**src/logic/io_cell_defines.vh**
```
// offsets, field positions, reset values and timing counts for the i/o register cell
`ifndef IO_CELL_DEFINES_VH
`define IO_CELL_DEFINES_VH

// register byte offsets
`define OFS_CTRL 12'h000
`define OFS_STATUS 12'h004
`define OFS_TXDATA 12'h008
`define OFS_RXDATA 12'h00C
`define OFS_PRESET 12'h010

// control register fields
`define CTRL_DDR_EN 0
`define CTRL_OUT_EN 1
`define CTRL_DIFF 2
`define CTRL_HOT_REQ 3
`define CTRL_PCI 4
`define CTRL_TOL5V 5
`define CTRL_BYPASS 6
`define CTRL_DLY_LO 7
`define CTRL_DLY_HI 9
`define CTRL_RESET 32'h0000_0040

// preset register fields: value held, write-one strobe
`define PRE_VALUE 0
`define PRE_STROBE 1

// status register fields
`define STAT_HOT_ON 0
`define STAT_LCLK 1
`define STAT_PAIRS_LO 8
`define STAT_PAIRS_HI 15

// rx data fields
`define RX_RISE 0
`define RX_FALL 1

// input delay: figures in picoseconds, one tap per pclk cycle in this clock domain
`define DLY_MIN_PS 625
`define DLY_MAX_PS 6575
`define DLY_STEP_PS 850
`define DLY_TAPS 8

// highest link rate the ddr path is rated for
`define DDR_MAX_MHZ 350

`endif

```
**src/logic/sync_two_stage.v**
```verilog
// two flip-flop synchroniser for inputs from outside the pclk domain
`timescale 1ns/1ps
module sync_two_stage #(
   parameter WIDTH = 1
) (
   // clock and reset
   input wire pclk,
   input wire presetn,
   // levels
   input wire [WIDTH-1:0] async_in,
   output wire [WIDTH-1:0] sync_out
);

   reg [WIDTH-1:0] meta_q;
   reg [WIDTH-1:0] sync_q;

   always @(posedge pclk or negedge presetn) begin
      if (!presetn) begin
         meta_q <= {WIDTH{1'b0}};
         sync_q <= {WIDTH{1'b0}};
      end else begin
         meta_q <= async_in;
         sync_q <= meta_q;
      end
   end

   assign sync_out = sync_q;

endmodule

```
**src/logic/io_ddr_register_cell.v**
```verilog
// registered part of one i/o cell: input, output and enable registers with ddr paths
// How it works
// - cell owns input, output, enable registers
// - register chain length follows single/differential mode
// - one shared clear/preset for all registers but the second input register
// - second input register has no clear/preset
// - ddr data changes on both link edges
// - three input registers, pair out per rise
// - ddr output drives new value each half period
// - ddr rated up to 350 mhz link
// - every tile captures ddr independently
// - 3-bit delay or bypass, equal steps
// - hot insertion per cell, not pci/5v
//
// Implementation choices: the register offsets and the APB slave port.
`timescale 1ns/1ps
`include "io_cell_defines.vh"
module io_ddr_register_cell (
   // clock and reset
   input wire pclk,
   input wire presetn,
   // apb slave
   input wire [11:0] paddr,
   input wire psel,
   input wire penable,
   input wire pwrite,
   input wire [31:0] pwdata,
   output reg [31:0] prdata,
   output wire pready,
   output reg pslverr,
   // link side
   input wire link_clk,
   input wire pad_in,
   output reg pad_out,
   output wire pad_oe_n,
   output wire hot_insert_en
);

   // address decode, shared by the read and write paths
   function mapped;
      input [11:0] a;
      begin
         mapped = (a == `OFS_CTRL) || (a == `OFS_STATUS) || (a == `OFS_TXDATA) ||
                  (a == `OFS_RXDATA) || (a == `OFS_PRESET);
      end
   endfunction

   reg [31:0] ctrl_q;
   reg preset_val_q;
   reg tx_rise_q;
   reg tx_fall_q;
   reg [7:0] pairs_q;

   wire setup = psel & ~penable;
   wire wr_acc = psel & penable & pwrite;
   wire clr_pulse = wr_acc & (paddr == `OFS_PRESET) & pwdata[`PRE_STROBE];
   // the shared clear/preset loads the value written with the strobe, not the old one
   wire clr_val = pwdata[`PRE_VALUE];

   assign pready = 1'b1;

   // software side registers: next values, then the flops
   reg [31:0] ctrl_d;
   reg preset_val_d;
   reg tx_rise_d;
   reg tx_fall_d;

   // writes land only at the access edge, so a setup cycle never disturbs state
   always @* begin
      ctrl_d = ctrl_q;
      preset_val_d = preset_val_q;
      tx_rise_d = tx_rise_q;
      tx_fall_d = tx_fall_q;
      if (wr_acc) begin
         case (paddr)
            `OFS_CTRL: begin
               // bits above the delay code are not implemented and read as zero
               ctrl_d = pwdata & 32'h0000_03FF;
            end
            `OFS_TXDATA: begin
               tx_rise_d = pwdata[`RX_RISE];
               tx_fall_d = pwdata[`RX_FALL];
            end
            `OFS_PRESET: begin
               preset_val_d = pwdata[`PRE_VALUE];
            end
            default: begin
               // status, rx data and unmapped words ignore writes
               ctrl_d = ctrl_q;
            end
         endcase
      end
   end

   always @(posedge pclk or negedge presetn) begin
      if (!presetn) begin
         ctrl_q <= `CTRL_RESET;
         preset_val_q <= 1'b0;
         tx_rise_q <= 1'b0;
         tx_fall_q <= 1'b0;
      end else begin
         ctrl_q <= ctrl_d;
         preset_val_q <= preset_val_d;
         tx_rise_q <= tx_rise_d;
         tx_fall_q <= tx_fall_d;
      end
   end

   wire ddr_en = ctrl_q[`CTRL_DDR_EN];
   wire diff_mode = ctrl_q[`CTRL_DIFF];
   wire bypass = ctrl_q[`CTRL_BYPASS];
   wire [2:0] dly_code = ctrl_q[`CTRL_DLY_HI:`CTRL_DLY_LO];

   // pci and 5 v tolerant modes keep their clamp diodes, so hot insertion is blocked
   function hot_allowed;
      input [31:0] c;
      begin
         hot_allowed = c[`CTRL_HOT_REQ] & ~c[`CTRL_PCI] & ~c[`CTRL_TOL5V];
      end
   endfunction

   assign hot_insert_en = hot_allowed(ctrl_q);

   // link clock and pad are asynchronous to pclk
   wire [1:0] synced;
   sync_two_stage #(
      .WIDTH(2)
   ) u_sync (
      .pclk(pclk),
      .presetn(presetn),
      .async_in({pad_in, link_clk}),
      .sync_out(synced)
   );
   wire lclk_s = synced[0];
   wire din_s = synced[1];

   reg lclk_d_q;
   always @(posedge pclk or negedge presetn) begin
      if (!presetn) begin
         lclk_d_q <= 1'b0;
      end else begin
         lclk_d_q <= lclk_s;
      end
   end
   wire lrise = lclk_s & ~lclk_d_q;
   wire lfall = ~lclk_s & lclk_d_q;

   // input delay line: one tap per pclk, code n selects n+1 taps, equal steps
   reg [`DLY_TAPS-1:0] tap_q;
   wire [`DLY_TAPS-1:0] tap_d = {tap_q[`DLY_TAPS-2:0], din_s};
   always @(posedge pclk or negedge presetn) begin
      if (!presetn) begin
         tap_q <= {`DLY_TAPS{1'b0}};
      end else begin
         tap_q <= tap_d;
      end
   end

   // tap select: bypass takes the synced pin, code n the tap n+1 cycles back
   // long codes against a fast link slide the phases; the user picks the code
   function tap_pick;
      input [`DLY_TAPS-1:0] taps;
      input [2:0] code;
      input byp;
      input direct;
      begin
         if (byp) begin
            tap_pick = direct;
         end else begin
            tap_pick = taps[code];
         end
      end
   endfunction

   wire din_dly = tap_pick(tap_q, dly_code, bypass, din_s);

   // input registers: first on rise, second on fall, third retimes the second
   reg in_rise_q;
   reg in_fall_q;
   reg in_fall_rt_q;
   reg in_chain_q;
   reg rx_rise_q;
   reg rx_fall_q;

   // the second register carries only the fall phase and takes no clear/preset
   always @(posedge pclk) begin
      if (lfall && ddr_en) begin
         in_fall_q <= din_dly;
      end
   end

   // next values of the input chain; a clear/preset wins over a link edge that cycle
   reg in_rise_d;
   reg in_fall_rt_d;
   reg in_chain_d;
   reg rx_rise_d;
   reg rx_fall_d;
   reg [7:0] pairs_d;

   always @* begin
      in_rise_d = in_rise_q;
      in_fall_rt_d = in_fall_rt_q;
      in_chain_d = in_chain_q;
      rx_rise_d = rx_rise_q;
      rx_fall_d = rx_fall_q;
      pairs_d = pairs_q;
      if (clr_pulse) begin
         in_rise_d = clr_val;
         in_fall_rt_d = clr_val;
         in_chain_d = clr_val;
         rx_rise_d = clr_val;
         rx_fall_d = clr_val;
      end else if (lrise) begin
         in_rise_d = din_dly;
         in_chain_d = in_rise_q;
         // differential transfer chains two extra input registers
         rx_rise_d = diff_mode ? in_chain_q : din_dly;
         if (ddr_en) begin
            in_fall_rt_d = in_fall_q;
            rx_fall_d = in_fall_q;
            // the count wraps; software reads differences, not totals
            pairs_d = pairs_q + 8'h01;
         end
      end
   end

   always @(posedge pclk or negedge presetn) begin
      if (!presetn) begin
         in_rise_q <= 1'b0;
         in_fall_rt_q <= 1'b0;
         in_chain_q <= 1'b0;
         rx_rise_q <= 1'b0;
         rx_fall_q <= 1'b0;
         pairs_q <= 8'h00;
      end else begin
         in_rise_q <= in_rise_d;
         in_fall_rt_q <= in_fall_rt_d;
         in_chain_q <= in_chain_d;
         rx_rise_q <= rx_rise_d;
         rx_fall_q <= rx_fall_d;
         pairs_q <= pairs_d;
      end
   end

   // output and enable registers, loaded from the core on link rise edges
   reg out_rise_q;
   reg out_fall_q;
   reg oe_q;
   reg out_rise_d;
   reg out_fall_d;
   reg oe_d;
   reg pad_out_d;

   always @* begin
      out_rise_d = out_rise_q;
      out_fall_d = out_fall_q;
      oe_d = oe_q;
      pad_out_d = pad_out;
      if (clr_pulse) begin
         out_rise_d = clr_val;
         out_fall_d = clr_val;
         oe_d = clr_val;
         pad_out_d = clr_val;
      end else if (lrise) begin
         out_rise_d = tx_rise_q;
         out_fall_d = tx_fall_q;
         oe_d = ctrl_q[`CTRL_OUT_EN];
         // rise value stands through the high half of the link clock
         pad_out_d = tx_rise_q;
      end else if (lfall && ddr_en) begin
         // second half period carries the fall value; sdr holds the rise value
         pad_out_d = out_fall_q;
      end
   end

   always @(posedge pclk or negedge presetn) begin
      if (!presetn) begin
         out_rise_q <= 1'b0;
         out_fall_q <= 1'b0;
         oe_q <= 1'b0;
         pad_out <= 1'b0;
      end else begin
         out_rise_q <= out_rise_d;
         out_fall_q <= out_fall_d;
         oe_q <= oe_d;
         pad_out <= pad_out_d;
      end
   end

   // rated up to `DDR_MAX_MHZ; at this sampling rate the link must be far slower
   assign pad_oe_n = ~oe_q;

   // two-bit pair words share one layout: fall in bit 1, rise in bit 0
   function [31:0] pair_word;
      input fall;
      input rise;
      begin
         pair_word = {30'h0000_0000, fall, rise};
      end
   endfunction

   // status word: pair count, synced link clock level, hot insertion state
   function [31:0] status_word;
      input [7:0] pairs;
      input lclk;
      input hot;
      begin
         status_word = {16'h0000, pairs, 6'b00_0000, lclk, hot};
      end
   endfunction

   // read data is taken in the setup phase so the access phase needs no wait
   reg [31:0] prdata_d;
   reg pslverr_d;

   // reads have no side effects; the words stand until the next setup cycle
   always @* begin
      prdata_d = prdata;
      pslverr_d = pslverr;
      if (setup) begin
         pslverr_d = ~mapped(paddr);
         case (paddr)
            `OFS_CTRL: prdata_d = ctrl_q;
            `OFS_STATUS: prdata_d = status_word(pairs_q, lclk_s, hot_insert_en);
            `OFS_TXDATA: prdata_d = pair_word(tx_fall_q, tx_rise_q);
            `OFS_RXDATA: prdata_d = pair_word(rx_fall_q, rx_rise_q);
            `OFS_PRESET: prdata_d = {31'h0000_0000, preset_val_q};
            default: prdata_d = 32'h0000_0000;
         endcase
      end
   end

   always @(posedge pclk or negedge presetn) begin
      if (!presetn) begin
         prdata <= 32'h0000_0000;
         pslverr <= 1'b0;
      end else begin
         prdata <= prdata_d;
         pslverr <= pslverr_d;
      end
   end

endmodule

```
**config.mk**
```make
export PLATFORM = sky130hd
export DESIGN_NAME = io_ddr_register_cell
export DESIGN_NICKNAME = d
export VERILOG_FILES = /design/src/logic/sync_two_stage.v /design/src/logic/io_ddr_register_cell.v
export VERILOG_INCLUDE_DIRS = /design/src /design/src/logic
export SDC_FILE = /design/constraint.sdc
export NUM_CORES = 1
export LEC_CHECK = 0
export BUFFER_PORTS_ARGS = -buffer_cell sky130_fd_sc_hd__clkbuf_2
export CAP_MARGIN = 20
export CORE_MARGIN = 1
export CORE_UTILIZATION = 25
export DETAILED_ROUTE_END_ITERATION = 16
export GPL_ROUTABILITY_DRIVEN = 0
export PLACE_DENSITY = 0.52
export SLEW_MARGIN = 0
export SYNTH_ARGS = -nofsm -noshare
export SYNTH_HDL_FRONTEND = slang
export SYNTH_SLANG_ARGS = --single-unit
```
**constraint.sdc**
```tcl
create_clock -name pclk -period 1.9 [get_ports pclk]
set_input_delay 0.475 -clock pclk [delete_from_list [all_inputs] [get_ports pclk]]
set_output_delay 0.475 -clock pclk [all_outputs]
set_load 0.005 [all_outputs]
```
== Yosys cells after proc, flatten, opt, wreduce, memory -nomap -nowiden ==
Cells that the tools add are included.

* $add $sub $neg: 1
* $lt $le $gt $ge: 1
* Equality and inequality tests: 4
* Muxes and demuxes: 21
* Bitwise logic cells: 17
* Reductions and logical operators: 14

{| class="wikitable"
|+ Operators with widths
! cell !! count
|-
| one-hot mux 16 bit (5 select lines) || 1
|-
| equality test 12 x 4 -> 1 bit (second input constant) || 2
|-
| two-way mux 1 bit || 19
|-
| equality test 12 x 3 -> 1 bit (second input constant) || 1
|-
| equality test 12 x 5 -> 1 bit (second input constant) || 1
|-
| logical NOT 12 bit || 1
|-
| bitwise AND 1 bit || 9
|-
| adder 8 x 1 -> 8 bit (second input constant) || 1
|-
| inverter 1 bit || 8
|-
| AND reduction 2 bit || 4
|-
| logical OR 1 bit || 4
|-
| less-than comparator 3 x 4 -> 1 bit (second input constant) || 1
|-
| nonzero test 2 bit || 2
|-
| binary-select mux 1 bit (select 3 bit) || 1
|-
| AND reduction 3 bit || 1
|-
| nonzero test 3 bit || 1
|-
| logical AND 1 bit || 1
|}

* Flip-flop bits (word level): 75
* Input port bits: 51
* Output and inout port bits: 37
* Word-level logic and storage cells: 77

== Longest topological paths before layout ==
* Depth after elaboration: 6
* Mapped depth: 6
* Mapped depth without buffers: 5

== Hierarchy ==
A second synthesis with hierarchy kept.

* Cells, all modules: 213
* Area total of the unflattened synthesis: 2,676.3 µm²

{| class="wikitable"
|+ By module, submodules not included
! module !! instances !! cells each !! area each (µm²)
|-
| io_ddr_register_cell || 1 || 209 || 2,576.2
|-
| sync_two_stage || 1 || 4 || 100.1
|}

== Least setup slack after synthesis ==
OpenSTA, ideal clock, no wires.

* Path type: input-to-reg
* Start: in paddr[1]
* End: reg ctrl_q[0]
* Setup time: 0.125 ns
* Data arrival time: 1.919 ns
* Slack: -0.144 ns
* Cell stages on the path: 5
* Path buffers: 1
* Cells stage by stage: or4_4 > nor4_4 > and3_1 > buf_6 > mux2_2

* Word-level cells in the longest chain between the ends: 2

{| class="wikitable"
|+ Ends and longest elaborated chain
! item !! RTL line !! source
|-
| start: declaration || io_ddr_register_cell.v:23 || <nowiki>input wire [11:0] paddr,</nowiki>
|-
| logical NOT 12 bit || io_ddr_register_cell.v:75 || <nowiki>case (paddr)</nowiki>
|-
| AND reduction 2 bit (no line) || -- ||
|-
| end signal: assignment || io_ddr_register_cell.v:97 || <nowiki>ctrl_q <= `CTRL_RESET;</nowiki>
|-
| end signal: assignment || io_ddr_register_cell.v:102 || <nowiki>ctrl_q <= ctrl_d;</nowiki>
|-
| end: declaration || io_ddr_register_cell.v:48 || <nowiki>reg [31:0] ctrl_q;</nowiki>
|}

Every way passes these cells.
A chain may end at the register's enable or synchronous reset.

== Worst setup path after layout ==
* Start: in paddr[1]
* End: reg ctrl_q[2]

The elaborated chain is that of the path after synthesis.

==> results_tabular.tex <==
\begin{tabular}{lr}
\hline
Metric & Value \\
\hline
\multicolumn{2}{l}{\textbf{Power and ir drop}} \\
\quad Power Density & roughly 830 nW/um\^{}2 \\
\quad Total power consumption of the routed design & between 2 and 3 mW \\
\quad Worst ir drop on vdd & about 430 uV \\
\quad Leak Pwr & between 1.5 and 2 nW \\
\multicolumn{2}{l}{\textbf{Final layout}} \\
\quad Design area & between 3000 and 4000 sq um \\
\quad Layout area overhead & 26.7\% \\
\quad Antenna Diode Count & 0 \\
\quad Layout filler cell count & 1061 \\
\quad Proportion of layout cells with a drive suffix above 1 & 40.4\% \\
\quad Net count, final & about 320 \\
\multicolumn{2}{l}{\textbf{Routing}} \\
\quad Final routed wire length divided by cell count & about 13 microns \\
\quad Wire length reported by the detailed router & between 5000 and 6000 microns \\
\quad Count of TritonRoute iterations in the first routing pass & 4 \\
\quad Number of nets with antenna violations after detailed routing & 0 \\
\quad Total vias in the final route & approximately 1800 \\
\quad Initial detailed-routing violation count & 52 \\
\quad Number of remaining DRC errors & 0 \\
\quad DR vias/cell & between 4 and 5 \\
\multicolumn{2}{l}{\textbf{Critical path}} \\
\quad Crit Path Category & in2reg \\
\quad Peak per-stage delay on the critical path & 0.57 ns \\
\quad Endpoint type of the worst setup path & flip-flop \\
\quad Required time reported for the critical path endpoint & around 2.1 ns \\
\quad Largest fanout on the critical path & 10 \\
\quad Slowest stage cell, crit path & sky130\_fd\_sc\_hd\_\_or4\_4 \\
\quad Arrival time worst endpoint & $\sim$2.0 ns \\
\quad Startpoint Class & primary input \\
\quad Ordered cell list for the critical path & clkbuf\_2 > or4\_4 > nor4\_4 > and3\_1 > buf\_12 > mux2\_2 \\
\multicolumn{2}{l}{\textbf{Timing}} \\
\quad Final critical-path required period & around 1.8 ns \\
\quad Post-route clock skew & approximately 0.011 ns \\
\quad Number of pins exceeding their max-slew limit in the final report & 0 \\
\quad Final critical-path setup slack & a little under 0.09 ns \\
\quad Ratio of final minimum period to clock period & a little over nine tenths \\
\quad Max Clk Rate & 552 MHz \\
\quad Worst slack on hold paths & 0.131 ns \\
\quad Endpoints failing setup & 0 \\
\quad Setup repair after global routing missed its margin & no \\
\quad Fin. Hold Viols & 0 \\
\multicolumn{2}{l}{\textbf{Synthesis}} \\
\quad Post-synth EDFFs & 1 \\
\quad Fraction of the yosys area taken by sequential cells & between 50\% and 60\% \\
\quad Synthesized instance count & $\sim$210 \\
\quad Count of distinct cell types in the synthesized netlist & between 40 and 50 \\
\quad Yosys warning count & 0 \\
\quad Avg Cell Area, Syn & between 10 and 15 sq um \\
\quad Netlist area before placement & about 2600 sq um \\
\quad Fraction of registers with async set/reset & a little over nine tenths \\
\quad Predominant post-synthesis flop cell & sky130\_fd\_sc\_hd\_\_dfrtp\_1 \\
\quad \#FFs+latches synth & around 60 \\
\multicolumn{2}{l}{\textbf{Global routing}} \\
\quad Via count of the first global-routing pass & roughly 1800 \\
\quad Global route overflow & 0 \\
\quad Wire length of the first global-routing pass & around 9400 microns \\
\quad Pin count of the biggest net entering global routing & just under 60 \\
\quad Initial antenna violation count & 0 \\
\quad GRT Overall Usage & around 11\% \\
\multicolumn{2}{l}{\textbf{Clock tree}} \\
\quad Total number of clock tree sinks & 59 \\
\quad Post-CTS Hold Buffers & 0 \\
\quad TritonCTS clock tree & built \\
\quad Source-to-sink clock delay at the later pin of the worst-skew pair & about 0.34 ns \\
\quad H-tree levels & 3 \\
\quad Setup repair bufs after CTS & 0 \\
\quad Clock input transition at the sequential cells of the worst setup and hold paths & 0.07 ns \\
\quad Clock buffer depth & 2 \\
\quad Number of clock buffers inserted by TritonCTS & 9 \\
\quad Clock Tree Root & sky130\_fd\_sc\_hd\_\_clkbuf\_8 \\
\multicolumn{2}{l}{\textbf{Run status}} \\
\quad Result of the run & finished, final reports clean \\
\multicolumn{2}{l}{\textbf{Floorplan}} \\
\quad Horizontal die dimension & between 100 and 150 microns \\
\quad Vert. Die Dim & 105 microns \\
\quad \# IOs & 88 \\
\quad Overall die area & 10900 sq um \\
\quad CORE AREA & a little over 10000 sq um \\
\quad Initial standard-cell utilization of the core & 25.6\% \\
\quad Core Rows & 37 \\
\multicolumn{2}{l}{\textbf{Hold path}} \\
\quad Hold Crit Class & in2async \\
\multicolumn{2}{l}{\textbf{Flow run}} \\
\quad \# Max-Cap Violations & 0 \\
\multicolumn{2}{l}{\textbf{Placed design}} \\
\quad Post-detail-place hpwl & about 4000 microns \\
\quad Standard cell area after detailed placement & 3100 sq um \\
\quad IO Port Bufs & between 40 and 50 \\
\quad Worst slack, placed & -0.249 ns \\
\hline
\end{tabular}
[power by group]
part / total (mW) / switching, mW / internal (mW)
Sequential: 1.31 / 0.0175 / 1.29
Clock: 1.30 / 0.493 / 0.808
Combinational: 0.166 / 0.0966 / 0.0698
Total: 2.78 / 0.607 / 2.17
[metal layers]
metal / part of all wire (%) / vias to the layer above / GRT usage [%] / routed length, microns
met5: 0 / - / 0 / 0
met4: 1.3 / 0 / 4.29 / 72
met3: 5.7 / 8 / 4.80 / 315
met2: 45 / 51 / 17.0 / 2510
met1: 47 / 847 / 14.6 / 2620
li1: - / 849 / - / -
[cell usage in the layout (no fill, tap or decap), types with 2 or more instances in the layout]
cell type and instances:
sky130_fd_sc_hd__dfrtp_1 57, sky130_fd_sc_hd__clkbuf_2 48, sky130_fd_sc_hd__nand2_1 18, sky130_fd_sc_hd__conb_1 17, sky130_fd_sc_hd__mux2_2 16, sky130_fd_sc_hd__buf_4 14
sky130_fd_sc_hd__clkbuf_8 11, sky130_fd_sc_hd__nor2_1 10, sky130_fd_sc_hd__a22o_1 8, sky130_fd_sc_hd__a32o_1 6, sky130_fd_sc_hd__o21ai_0 5, sky130_fd_sc_hd__xnor2_1 5
sky130_fd_sc_hd__mux4_2 4, sky130_fd_sc_hd__nand3_1 4, sky130_fd_sc_hd__a31oi_1 4, sky130_fd_sc_hd__nand4_1 4, sky130_fd_sc_hd__and3_1 3, sky130_fd_sc_hd__nor2b_1 3
sky130_fd_sc_hd__buf_12 3, sky130_fd_sc_hd__mux2i_1 2, sky130_fd_sc_hd__nor4_4 2, sky130_fd_sc_hd__nor4_1 2, sky130_fd_sc_hd__xor2_1 2, sky130_fd_sc_hd__nand2b_1 2
sky130_fd_sc_hd__nor3_1 2, sky130_fd_sc_hd__a21oi_1 2, sky130_fd_sc_hd__bufinv_16 2
[layout make-up]
class	count	area (sq um)	share of cell area [%]
Clock buffer	12	155	4.66
Clock inverter	4	72.6	2.18
Inverter	1	3.75	0.113
Multi-Input combinational cell	136	1040	31.3
Sequential cell	59	1480	44.5
Tap cell	136	170	5.11
Timing Repair Buffer	65	405	12.2
[final timing paths]
| path | slack, ns | startpoint | to | cells after the start |
|---|---|---|---|---|
| min in group pclk | 0.24 | pad_in | u_sync.meta_q[1] | 1 |
| worst min register to register | 0.35 | u_sync.meta_q[1] | u_sync.sync_out[1] | 0 |
| worst max-delay path | 0.09 | paddr[1] | ctrl_q[2] | 6 |
| worst max register to register | 0.17 | ctrl_q[7] | in_rise_q | 5 |
| worst min-delay path | 0.13 | presetn | pairs_q[3] | 2 |
| max in group asynchronous | 1.45 | presetn | ctrl_q[6] | 2 |
[repair_timing]
| item | in CTS | in global routing |
|---|---|---|
| endpoints found under the setup margin | 1 | 0 |
| hold endpoints to repair | 0 | 0 |
| gates resized for setup | 1 | 0 |
[synthesized netlist by cell type (2+ instances only)]
master	number	area [sq um]
sky130_fd_sc_hd__mux4_2	4	90.1
sky130_fd_sc_hd__nor2_1	10	37.5
sky130_fd_sc_hd__dfrtp_1	57	1430
sky130_fd_sc_hd__a32o_1	6	60.1
sky130_fd_sc_hd__conb_1	2	7.51
sky130_fd_sc_hd__and3_1	3	18.8
sky130_fd_sc_hd__buf_1	2	7.51
sky130_fd_sc_hd__nor2b_1	3	18.8
sky130_fd_sc_hd__a31oi_1	4	25.0
sky130_fd_sc_hd__xor2_1	2	17.5
sky130_fd_sc_hd__a21oi_1	2	10.0
sky130_fd_sc_hd__xnor2_1	5	43.8
sky130_fd_sc_hd__buf_4	17	128
sky130_fd_sc_hd__nor4_4	2	42.5
sky130_fd_sc_hd__a22o_1	8	70.1
sky130_fd_sc_hd__o21ai_0	5	25.0
sky130_fd_sc_hd__nand2_1	18	67.6
sky130_fd_sc_hd__nand2b_1	2	12.5
sky130_fd_sc_hd__nand4_1	4	25.0
sky130_fd_sc_hd__clkbuf_1	4	15.0
sky130_fd_sc_hd__nor4_1	2	12.5
sky130_fd_sc_hd__nand3_1	4	20.0
sky130_fd_sc_hd__nor3_1	2	10.0
sky130_fd_sc_hd__mux2i_1	2	20.0
sky130_fd_sc_hd__mux2_2	16	180
[critical path, delay by kind of cell]
kind | cells | cell delay, ns
and+or+nand+nor | 3 | 1.00
muxes | 1 | 0.33
buffers and inverters | 2 | 0.23
[flip-flops by register name (all words and copies together) (netlist names)]
register,cells
lclk_d_q,1
u_sync.meta_q,2
pad_out,1
ctrl_q,10
u_sync.sync_out,2
tx_fall_q,1
in_fall_q,1
pairs_q,8
oe_q,1
tx_rise_q,1
out_fall_q,1
prdata,16
in_rise_q,1
in_chain_q,1
preset_val_q,1
rx_fall_q,1
rx_rise_q,1
tap_q,8
pslverr,1
[metrics by stage]
stage	std cells	utilization (%)	setup TNS [ns]
2_1_floorplan	221	-	-1.52
3_3_place_gp	397	30.1	-7.78
3_5_place_dp	397	30.1	-8.39
4_1_cts	413	32.4	0
5_1_grt	413	32.4	0
6_report	413	32.4	0
[kinds of logic (layout without fill, tap and decap cells)]
| family | after synthesis | count (layout) | synth area share, % |
|---|---|---|---|
| compound gates | 29 | 29 | 8.95 |
| xor+xnor | 7 | 7 | 2.33 |
| fa+ha+maj | 1 | 1 | 0.476 |
| flops | 59 | 59 | 56.4 |
| other cells | 2 | 17 | 0.286 |
| buf+inv | 26 | 82 | 6.47 |
| mux | 23 | 23 | 11.6 |
| simple gates | 59 | 59 | 13.5 |
Power figures use the tool's default switching activity.
